File: config.mk
export PLATFORM = sky130hd
export DESIGN_NAME = ssr_rx
export DESIGN_NICKNAME = d
export VERILOG_FILES = /design/src/core/ssr_pkg.sv /design/src/core/ssr_sync.sv /design/src/core/ssr_rx.sv
export VERILOG_INCLUDE_DIRS = /design/src /design/src/core
export SDC_FILE = /design/constraint.sdc
export NUM_CORES = 1
export LEC_CHECK = 0
export ABC_AREA = 1
export BUFFER_PORTS_ARGS = -buffer_cell sky130_fd_sc_hd__buf_2
export CAP_MARGIN = 20
export CORE_MARGIN = 5
export CORE_UTILIZATION = 35
export DETAILED_ROUTE_END_ITERATION = 6
export PLACE_DENSITY_LB_ADDON = 0.12
export SETUP_SLACK_MARGIN = 0.05
export SYNTH_ARGS = -nofsm -noshare
export SYNTH_HDL_FRONTEND = slang
export SYNTH_SLANG_ARGS = --single-unit
File: constraint.sdc
create_clock -name pclk -period 5.05 [get_ports pclk]
set_input_delay 0.2525 -clock pclk [delete_from_list [all_inputs] [get_ports pclk]]
set_output_delay 0.2525 -clock pclk [all_outputs]
set_load 0.02 [all_outputs]
File: src/core/ssr_params.svh
// register offsets, field positions and reset values of the sync receiver
`ifndef SSR_PARAMS_SVH
`define SSR_PARAMS_SVH

`define SSR_OFF_BAUD1    8'h00
`define SSR_OFF_BAUD2    8'h04
`define SSR_OFF_RXDATA   8'h08
`define SSR_OFF_RXSTAT   8'h0c
`define SSR_OFF_DIVLO    8'h10
`define SSR_OFF_DIVHI    8'h14
`define SSR_OFF_TXSTAT   8'h18
`define SSR_OFF_FIFOSTAT 8'h1c

// receive_status_control
`define SSR_RC_PORT_EN 7
`define SSR_RC_WIDE_EN 6
`define SSR_RC_ONE_EN  5
`define SSR_RC_RUN_EN  4
`define SSR_RC_OVR     1
`define SSR_RC_NINTH   0
// transmit_status_control
`define SSR_TX_MASTER 7
`define SSR_TX_SYNC   4
`define SSR_TX_FAST   2
`define SSR_TX_TRMT   1
// baud_control_first / second
`define SSR_BC_IDLE 6
`define SSR_BC_POL  4
`define SSR_BC_WIDE 3

`define SSR_RST_BYTE  8'h00
`define SSR_RST_WORD  32'h0000_0000
`define SSR_BITS_NARROW 4'h8
`define SSR_BITS_WIDE   4'h9

`endif

File: src/core/ssr_pkg.sv
// types shared by the sync receiver modules
package ssr_pkg;

  typedef enum logic [1:0] {
    PH_IDLE,
    PH_LEAD,
    PH_TRAIL,
    PH_SLAVE
  } ssr_phase_t;

  typedef struct packed {
    logic [7:0]      baud1;
    logic [7:0]      baud2;
    logic [7:0]      div_lo;
    logic [7:0]      div_hi;
    logic            port_en;
    logic            wide_en;
    logic            one_en;
    logic            run_en;
    logic            master_sel;
    logic            sync;
    logic            fast_sel;
    logic [1:0][8:0] fifo;
    logic [1:0]      cnt;
    logic            ovr;
    logic            ovr_cont;
    logic [8:0]      shreg;
    logic [3:0]      bits;
    ssr_phase_t      phase;
    logic [15:0]     div;
    logic            clk_lvl;
    logic            sclk_prev;
    logic            clk_out;
    logic            clk_oe_n;
    logic            pending;
    logic            pready;
    logic            pslverr;
    logic            pop_arm;
    logic [31:0]     prdata;
  } ssr_state_t;

endpackage : ssr_pkg

File: src/core/ssr_sync.sv
// two-flop synchroniser for pin inputs
module ssr_sync #(
  parameter int W = 2
) (
  input  wire logic         pclk,
  input  wire logic         presetn,
  input  wire logic [W-1:0] d_in,
  output logic      [W-1:0] d_out
);

  logic [1:0][W-1:0] stage_r;
  logic [1:0][W-1:0] stage_nxt;

  // only the second stage is read outside
  always_comb begin
    stage_nxt[0] = d_in;
    stage_nxt[1] = stage_r[0];
  end

  always_ff @(posedge pclk or negedge presetn) begin
    if (!presetn) begin
      stage_r <= '0;
    end else begin
      stage_r <= stage_nxt;
    end
  end

  assign d_out = stage_r[1];

endmodule : ssr_sync

File: src/core/ssr_rx.sv
// synchronous serial receive path with apb registers
//
// How it works
// - reception starts on single or continuous enable
// - master single: one character, then self-clear
// - master continuous: clock runs until enable cleared or overrun
// - continuous cleared mid-character: stop, discard
// - both set: single clears after first character
// - data sampled on trailing shift clock edge
// - complete character pushed to fifo, pending set
// - data register shows oldest entry low byte
// - pending stays set while fifo holds data
// - slave takes clock from line, never drives
// - slave shifts one bit per received clock
// - third character with full fifo sets overrun
// - overrun keeps fifo, blocks further reception
// - single-mode overrun cleared by data read
// - continuous overrun cleared by enable or port
// - nine-bit mode shifts nine bits per character
// - ninth bit of oldest entry readable first
// - clock source select picks master or slave
// - receiver when any receive enable is set
// - port enable clear resets receive logic
// - master drives shift clock onto line
// - idle polarity picks idle level and edges
`include "ssr_params.svh"

module ssr_rx import ssr_pkg::*; (
  input  wire logic        pclk,
  input  wire logic        presetn,
  input  wire logic        psel,
  input  wire logic        penable,
  input  wire logic        pwrite,
  input  wire logic [7:0]  paddr,
  input  wire logic [31:0] pwdata,
  output logic      [31:0] prdata,
  output logic             pready,
  output logic             pslverr,
  input  wire logic        data_line_in,
  input  wire logic        clock_line_in,
  output logic             clock_line_out,
  output logic             clock_line_oe_n,
  output logic             rx_pending
);

  ////////////////////////////////////////////////////////////////////////////
  // helpers

  function automatic logic hit(input logic [7:0] a, input logic [7:0] off);
    return a == off;
  endfunction : hit

  function automatic logic [15:0] half_count(input ssr_state_t s);
    return s.baud1[`SSR_BC_WIDE] ? {s.div_hi, s.div_lo}
                                 : {8'h00, s.div_lo};
  endfunction : half_count

  ////////////////////////////////////////////////////////////////////////////
  // pin synchronisers

  logic [1:0] pins_s;
  logic       data_s;
  logic       sclk_s;

  ssr_sync #(.W(2)) u_sync (
    .pclk    (pclk),
    .presetn (presetn),
    .d_in    ({clock_line_in, data_line_in}),
    .d_out   (pins_s)
  );

  assign data_s = pins_s[0];
  assign sclk_s = pins_s[1];

  ////////////////////////////////////////////////////////////////////////////
  // state

  ssr_state_t st_r;
  ssr_state_t st_nxt;
  logic       fin;
  logic       done;
  logic       smp;
  logic       pop;
  logic       run_ok;
  logic       ckp;

  assign ckp = st_r.baud1[`SSR_BC_POL];
  // overrun blocks the receiver until it is cleared
  assign run_ok = st_r.port_en & st_r.sync & (st_r.one_en | st_r.run_en)
                  & !st_r.ovr;

  always_comb begin
    logic        first;
    logic        abort;
    logic        trail;
    logic [8:0]  sh_new;
    logic [8:0]  chr;
    logic [3:0]  nbits;
    logic [31:0] rd;
    first  = 1'b0;
    abort  = 1'b0;
    trail  = 1'b0;
    sh_new = 9'h000;
    chr    = 9'h000;
    nbits  = 4'h0;
    rd     = `SSR_RST_WORD;
    st_nxt = st_r;
    smp    = 1'b0;
    done   = 1'b0;
    pop    = 1'b0;
    fin    = 1'b0;

    // apb: one wait state, read data captured in the first access cycle, write data taken in the second
    first = psel & penable & !st_r.pready;
    fin   = psel & penable & st_r.pready;
    if (first) begin
      st_nxt.pready  = 1'b1;
      st_nxt.pslverr = 1'b0;
      st_nxt.pop_arm = 1'b0;
      if (hit(paddr, `SSR_OFF_BAUD1)) begin
        rd[7:0] = {1'b0, st_r.phase == PH_IDLE, 1'b0,
                   st_r.baud1[`SSR_BC_POL], st_r.baud1[`SSR_BC_WIDE],
                   3'h0};
      end else if (hit(paddr, `SSR_OFF_BAUD2)) begin
        rd[7:0] = {1'b0, st_r.phase == PH_IDLE, 1'b0,
                   st_r.baud2[`SSR_BC_POL], st_r.baud2[`SSR_BC_WIDE],
                   3'h0};
      end else if (hit(paddr, `SSR_OFF_RXDATA)) begin
        rd[7:0] = st_r.fifo[0][7:0];
        st_nxt.pop_arm = !pwrite && st_r.cnt != 2'h0;
      end else if (hit(paddr, `SSR_OFF_RXSTAT)) begin
        rd[7:0] = {st_r.port_en, st_r.wide_en, st_r.one_en, st_r.run_en,
                   2'h0, st_r.ovr, st_r.fifo[0][8]};
      end else if (hit(paddr, `SSR_OFF_DIVLO)) begin
        rd[7:0] = st_r.div_lo;
      end else if (hit(paddr, `SSR_OFF_DIVHI)) begin
        rd[7:0] = st_r.div_hi;
      end else if (hit(paddr, `SSR_OFF_TXSTAT)) begin
        rd[7:0] = {st_r.master_sel, 2'h0, st_r.sync, 1'b0, st_r.fast_sel,
                   1'b1, 1'b0};
      end else if (hit(paddr, `SSR_OFF_FIFOSTAT)) begin
        rd[2:0] = {st_r.cnt, st_r.pending};
      end else begin
        st_nxt.pslverr = 1'b1;
      end
      st_nxt.prdata = rd;
    end
    if (fin) begin
      st_nxt.pready  = 1'b0;
      st_nxt.pslverr = 1'b0;
      st_nxt.pop_arm = 1'b0;
      pop = st_r.pop_arm;
      if (pwrite) begin
        if (hit(paddr, `SSR_OFF_BAUD1)) begin
          st_nxt.baud1 = pwdata[7:0] & 8'h18;
        end
        if (hit(paddr, `SSR_OFF_BAUD2)) begin
          st_nxt.baud2 = pwdata[7:0] & 8'h18;
        end
        if (hit(paddr, `SSR_OFF_RXSTAT)) begin
          st_nxt.port_en = pwdata[`SSR_RC_PORT_EN];
          st_nxt.wide_en = pwdata[`SSR_RC_WIDE_EN];
          st_nxt.one_en  = pwdata[`SSR_RC_ONE_EN];
          st_nxt.run_en  = pwdata[`SSR_RC_RUN_EN];
        end
        if (hit(paddr, `SSR_OFF_DIVLO)) begin
          st_nxt.div_lo = pwdata[7:0];
        end
        if (hit(paddr, `SSR_OFF_DIVHI)) begin
          st_nxt.div_hi = pwdata[7:0];
        end
        if (hit(paddr, `SSR_OFF_TXSTAT)) begin
          st_nxt.master_sel = pwdata[`SSR_TX_MASTER];
          st_nxt.sync       = pwdata[`SSR_TX_SYNC];
          st_nxt.fast_sel   = pwdata[`SSR_TX_FAST];
        end
      end
    end

    ////////////////////////////////////////////////////////////////////////////
    // shift clock and sampling

    st_nxt.sclk_prev = sclk_s;
    // trailing edge returns the line to its idle level
    trail = ckp ? (sclk_s & !st_r.sclk_prev)
                : (!sclk_s & st_r.sclk_prev);
    nbits = st_r.wide_en ? `SSR_BITS_WIDE : `SSR_BITS_NARROW;

    case (st_r.phase)
      PH_IDLE: begin
        st_nxt.clk_lvl = ckp;
        if (run_ok) begin
          st_nxt.phase = st_r.master_sel ? PH_LEAD : PH_SLAVE;
          st_nxt.div   = half_count(st_r);
        end
      end
      PH_LEAD: begin
        if (st_r.div == 16'h0000) begin
          st_nxt.clk_lvl = !ckp;
          st_nxt.phase   = PH_TRAIL;
          st_nxt.div     = half_count(st_r);
        end else begin
          st_nxt.div = st_r.div - 16'h0001;
        end
      end
      PH_TRAIL: begin
        if (st_r.div == 16'h0000) begin
          st_nxt.clk_lvl = ckp;
          smp            = 1'b1;
          st_nxt.phase   = PH_LEAD;
          st_nxt.div     = half_count(st_r);
        end else begin
          st_nxt.div = st_r.div - 16'h0001;
        end
      end
      PH_SLAVE: begin
        smp = trail;
      end
      default: begin
        st_nxt.phase = PH_IDLE;
      end
    endcase

    if (smp) begin
      // lsb first: a new bit enters at the top
      sh_new = {data_s, st_r.shreg[8:1]};
      st_nxt.shreg = sh_new;
      st_nxt.bits  = st_r.bits + 4'h1;
      if (st_r.bits + 4'h1 == nbits) begin
        done        = 1'b1;
        st_nxt.bits = 4'h0;
      end
    end

    ////////////////////////////////////////////////////////////////////////////
    // fifo, pending and overrun

    if (pop) begin
      st_nxt.fifo[0] = st_r.fifo[1];
      st_nxt.fifo[1] = 9'h000;
      st_nxt.cnt     = st_r.cnt - 2'h1;
      if (st_r.ovr && !st_r.ovr_cont) begin
        st_nxt.ovr = 1'b0;
      end
    end
    if (done) begin
      chr = st_r.wide_en ? sh_new : {1'b0, sh_new[8:1]};
      if (st_r.one_en) begin
        st_nxt.one_en = 1'b0;
        if (!st_r.run_en) begin
          st_nxt.phase   = PH_IDLE;
          st_nxt.clk_lvl = ckp;
        end
      end
      if (st_nxt.cnt == 2'h2) begin
        // stored entries stay untouched; the new one is lost
        st_nxt.ovr      = 1'b1;
        st_nxt.ovr_cont = st_r.run_en;
      end else begin
        st_nxt.fifo[st_nxt.cnt[0]] = chr;
        st_nxt.cnt = st_nxt.cnt + 2'h1;
      end
    end
    if (st_r.ovr && st_r.ovr_cont && !st_r.run_en) begin
      st_nxt.ovr = 1'b0;
    end

    // leaving receive mode drops any partial character at once
    abort = (st_r.phase != PH_IDLE) &&
            (!run_ok || (st_r.phase == PH_SLAVE) == st_r.master_sel);
    if (abort) begin
      st_nxt.phase   = PH_IDLE;
      st_nxt.bits    = 4'h0;
      st_nxt.clk_lvl = ckp;
    end
    if (!st_r.port_en) begin
      st_nxt.fifo    = '0;
      st_nxt.cnt     = 2'h0;
      st_nxt.ovr     = 1'b0;
      st_nxt.bits    = 4'h0;
      st_nxt.shreg   = 9'h000;
      st_nxt.phase   = PH_IDLE;
      st_nxt.clk_lvl = ckp;
    end

    st_nxt.pending  = st_nxt.cnt != 2'h0;
    st_nxt.clk_oe_n = !(st_nxt.port_en & st_nxt.sync
                        & st_nxt.master_sel);
    st_nxt.clk_out  = st_nxt.clk_oe_n ? st_nxt.baud1[`SSR_BC_POL]
                                      : st_nxt.clk_lvl;
  end

  always_ff @(posedge pclk or negedge presetn) begin
    if (!presetn) begin
      st_r          <= '0;
      st_r.phase    <= PH_IDLE;
      st_r.clk_oe_n <= 1'b1;
    end else begin
      st_r <= st_nxt;
    end
  end

  assign prdata          = st_r.prdata;
  assign pready          = st_r.pready;
  assign pslverr         = st_r.pslverr;
  assign clock_line_out  = st_r.clk_out;
  assign clock_line_oe_n = st_r.clk_oe_n;
  assign rx_pending      = st_r.pending;
endmodule : ssr_rx

== Word level (Yosys, flattened, before mapping) ==
Index checks and enable logic that the tools add are counted.

* Register bits: 100
* Input bits: 47
* Logic and storage cells: 169

* $add $sub $neg: 4
* $lt $le $gt $ge: 2
* Eq/ne operators: 16
* Mux-type cells: 71
* Bitwise operators: 11
* Reduce and logical (&&, ||, !) cells: 33

{| class="wikitable"
|+ Operator list
! cell !! number
|-
| $mux W36 || 2
|-
| $mux W8 || 8
|-
| $pmux W19 S3 || 1
|-
| $mux W21 || 2
|-
| $mux W35 || 1
|-
| $eq A8 B5 Y1 const B || 4
|-
| $mux W16 || 2
|-
| $mux W9 || 3
|-
| $mux W1 || 25
|-
| $mux W22 || 1
|-
| $mux W20 || 1
|-
| $bwmux W18 || 1
|-
| $mux W18 || 1
|-
| $mux W2 || 9
|-
| $reduce_and A3 Y1 || 6
|-
| $eq A8 B4 Y1 const B || 2
|-
| $logic_not A16 Y1 || 1
|-
| $sub A16 B1 Y16 const B || 1
|-
| $mux W15 || 1
|-
| $mux W5 || 3
|-
| $mux W13 || 1
|-
| $mux W3 || 4
|-
| $and A1 B1 Y1 || 10
|-
| $logic_not A1 Y1 || 10
|-
| 25 further kinds || 37
|}

== Depth between registers and ports, before layout ==
* Depth after elaboration: 14
* Gate-level depth with buffers: 12
* Depth with buffers taken out: 11

== Hierarchy ==
Synthesis repeated with hierarchy kept, for this count alone.

* Cell total of the unflattened synthesis: 743
* Area total of the unflattened synthesis: 5665.4 µm²

{| class="wikitable"
|+ Modules (own cells, without submodules)
! module !! times used !! cells an instance !! area each (µm²) !! sequential area each (µm²)
|-
| ssr_rx || 1 || 739 || 5565.3 || 2378.5
|-
| ssr_sync || 1 || 4 || 100.1 || 100.1
|}

== Worst setup path after synthesis ==
No wires, ideal clock.

* Kind: register to register
* Start: register st_r (netlist bit pready)
* End: register st_r[85] (netlist bit)
* Setup time: 0.136 ns
* Arrival time: 2.084 ns
* Data required time: 4.914 ns
* Path slack: 2.830 ns
* Cell stages (with the launch flop): 10
* Buffers on the path: 1
* Period minus slack after synthesis: 2.220 ns
* Cells stage by stage: dfrtp_1 -> nand4_1 -> buf_2 -> o21ai_0 -> ha_1 -> inv_1 -> nand4_4 -> clkinv_1 -> nand2_1 -> a21oi_1

{| class="wikitable"
|+ RTL lines
! item !! line !! source
|-
| from (decl) || ssr_rx.sv:78 || <nowiki>ssr_state_t st_r;</nowiki>
|-
| from (signal assigned) || ssr_rx.sv:299 || <nowiki>st_r <= st_nxt;</nowiki>
|}

==> key figures <==
Synthesis
  • FF+latch count, synth: slightly below 100
  • Synth Instances: 733
  • Unique masters post-synth: 45
  • Post-synthesis sequential area ratio: 0.4393
  • Synth warn: 0
  • Syn avg cell area: 7.697 um2
  • Synth Cell Area: 0.005642 mm2

Routing
  • Vias/cell: roughly 4.9
  • Drt initial violations: between 300 and 400
  • Post-Route M1 WL: 6920 um
  • Uppermost layer routed: met4
  • DRT Wirelength: 15310 um
  • Total iterations of the first detailed-routing run: 5
  • Detailed-route via count: 4827
  • Drc violations: 0
  • Routed WL per cell: 15.65 um
  • WL met2: 7456 um
  • DRT antenna net count: 0
  • Met3 wire length: 676 um

STA
  • Final setup fails: 0
  • Slew margin rel.: 0.3313
  • Final Hold Viols: 0
  • Total Neg Setup Slack: 0 ns
  • Final Cycle Share: 0.5197
  • Crit path time final: roughly 2.6 ns
  • RSZ-0062 raised after global routing: false
  • Slew Viols, Final: 0
  • Tightest Pin Transition: 0.9994 ns
  • Fmax: ~380 MHz
  • Worst Skew: about 0.0067 ns

Clock tree
  • Clock transition at path regs: approximately 0.07 ns
  • TritonCTS clock tree: built
  • Total CTS buffers: 9
  • Post-CTS setup buffers: 0
  • Clk Latency, worst-skew pair: between 0.3 and 0.4 ns
  • Htree depth: 3
  • Root buffer cell: clkbuf_16
  • Resize count post-CTS: 0
  • Hold_buf cts: 2
  • Clock Path Buffers: 2
  • CTS sink count: between 90 and 100

Die
  • Full die area: 0.01876 mm2
  • Die width: around 140 um
  • Die Y: between 100 and 150 um
  • Initial Util: 0.3564
  • Core Box Area: 0.01583 mm2
  • Std-Cell Rows: between 40 and 50
  • IO Pins: 84

Power
  • Switch Pwr: 411.9 uW
  • Seq pwr share: 0.499
  • Logic gate share of total power: 0.057
  • Int Pwr: 1218 uW
  • Maximum VDD drop: 0.1594 mV
  • Pwr Density: 263.2 mW/mm2
  • Pleak: 0.003063 uW
  • Sw frac: 0.2528
  • Clk network pwr share: 0.444

Worst setup path
  • Worst path required time: between 5 and 6 ns
  • CP Capture Type: flip-flop
  • Crit Path Max Fanout: 20
  • Startpoint Class: flip-flop
  • CP max-delay cell: dfrtp_1
  • Worst Path Arrival: ~2.9 ns
  • Critical-path cell list: nand3_1 -> a21oi_2 -> inv_1 -> nor2_1 -> nand2_1 -> a31oi_1
  • Crit Path Category: flip-flop to flip-flop
  • Max stage delay on crit path: 0.82 ns

Flow run
  • Max_cap viols: 0

Finish
  • Layout cells sized above 1: 0.1063
  • Layout fillers: 1647
  • Layout Utilization: 0.3911
  • N_diodes: 0
  • Most frequent cells in the layout: nand2_1, dfrtp_1, nor2_1
  • Nets: about 800
  • Area growth syn-to-layout: 9.736%
  • Leading cell type in the layout, fill and taps excluded: nand2_1

Global route
  • Number of antenna violations at the first check in global routing: 0
  • GRT Total Usage: 0.1682
  • Largest net degree at the start of global routing: 69
  • Global-route wire length before repair: 24380 um
  • Vias in the first global route: 4581
  • GRT overflow: 0

Status
  • Outcome: completed

Placement
  • Gpl congestion: roughly 0.9
  • Port bufs: 35
  • Final HPWL DP: 11210 um

Hold path
  • Hold Crit Class: input pin to asynchronous set/reset pin
cell families (layout without fill, tap and decap cells):
family / after synthesis / in the layout / synth area share
xor+xnor: 13 / 13 / 0.02151
other cells: 1 / 24 / 0.0006647
flops: 99 / 99 / 0.4393
simple gates: 374 / 374 / 0.2896
mux: 8 / 8 / 0.01597
buf+inv: 114 / 120 / 0.1000
compound gates: 118 / 118 / 0.1195
fa+ha+maj: 6 / 6 / 0.01331
power groups by stage:
| stage | Sequential (uW) | Combinational, uW | Clock, uW |
|---|---|---|---|
| floorplan | 830 | 67.2 | 0 |
| global placement | 828 | 92.9 | 0 |
| detailed placement | 828 | 93.9 | 0 |
| CTS | 813 | 95.1 | 738 |
| global route | 814 | 106 | 775 |
| finish | 813 | 93.3 | 723 |
cells in the mapped netlist, drive strengths merged:
cell type  count  area (um2)
o311ai         1       8.760
clkinv         2       7.510
clkbuf        11       41.29
conb           1       3.750
and3b          1       8.760
o31ai          3       22.52
dfrtp         98        2452
o211ai        19       142.6
ha             6       75.07
nor3           4       31.28
inv           63       236.5
dfstp          1       26.28
o221ai         1       8.760
and2           3       18.77
nand4         11       90.08
a21boi         1       7.510
nand2        198       758.2
nand3b         2       15.01
mux2           8       90.09
nor2          82       340.3
o21a           1       7.510
nand3         72       365.3
xnor2          7       61.31
a31oi          2       12.51
o211a          1       10.01
xor2           6       60.06
o21ai         58       290.3
o22ai          2       12.51
buf           38       279.0
a211oi         1       7.510
a21oi         28       143.9
or2            1       6.260
metal layers:
layer / track usage / vias to the layer above
li1: - / 2400
met1: 0.2247 / 2302
met2: 0.2777 / 106
met3: 0.03860 / 19
met4: 0.03936 / 0
met5: 0 / -
area by class of cell:
cell class                      count  area [um2]  share of cell area
Sequential cell                    99        2479              0.4004
Inverter                           65       244.0             0.03941
Timing Repair Buffer               39       212.7             0.03436
Clock buffer                       10       229.0             0.03698
Multi-Input combinational cell    543        2685              0.4337
Tap cell                          216       270.3             0.04365
Clock inverter                      6       71.32             0.01152
through the flow:
| stage | hold WS (ns) | area, um2 | worst slack (ns) | power [uW] | cells |
|---|---|---|---|---|---|
| final | 0.002784 | 6191 | 2.426 | 1629 | 978 |
| after global routing | 0.07662 | 6191 | 2.225 | 1695 | 978 |
| after CTS | 0.06025 | 6191 | 2.453 | 1646 | 978 |
| after detailed placement | 0.3364 | 5871 | 2.479 | 922.3 | 960 |
| after global placement | 0.3364 | 5871 | 2.504 | 921.2 | 960 |
| after floorplan | -0.04309 | 5728 | 2.830 | 897.1 | 756 |
critical path: cells and delay by family, from the launching register on:
| family | cells | cell delay [ns] |
|---|---|---|
| buf+inv | 1 | 0.18 |
| flops | 1 | 0.82 |
| simple gates | 3 | 0.90 |
| compound gates | 2 | 0.64 |
sequential cells by signal, summed over array words and instances (netlist names):
| signal | count |
|---|---|
| st_r | 81 |
| prdata | 8 |
| u_sync.d_out | 2 |
| u_sync.stage_nxt | 2 |
| ckp | 1 |
| clock_line_oe_n | 1 |
| clock_line_out | 1 |
| pready | 1 |
| pslverr | 1 |
| rx_pending | 1 |
worst paths after layout:
path,start,to,slack (ns),depth (start not counted)
worst max-delay path,st_r[99],st_r[57],2.43,6
worst min-delay path,presetn,st_r[53],0.003,1
worst max register to register,st_r[99],st_r[57],2.43,6
worst min register to register,u_sync.stage_nxt[2],u_sync.d_out[0],0.35,0
max in group asynchronous,presetn,prdata[7],4.09,2
min in group pclk,pwrite,st_r[32],0.10,2
Power figures use the tool's default switching activity.
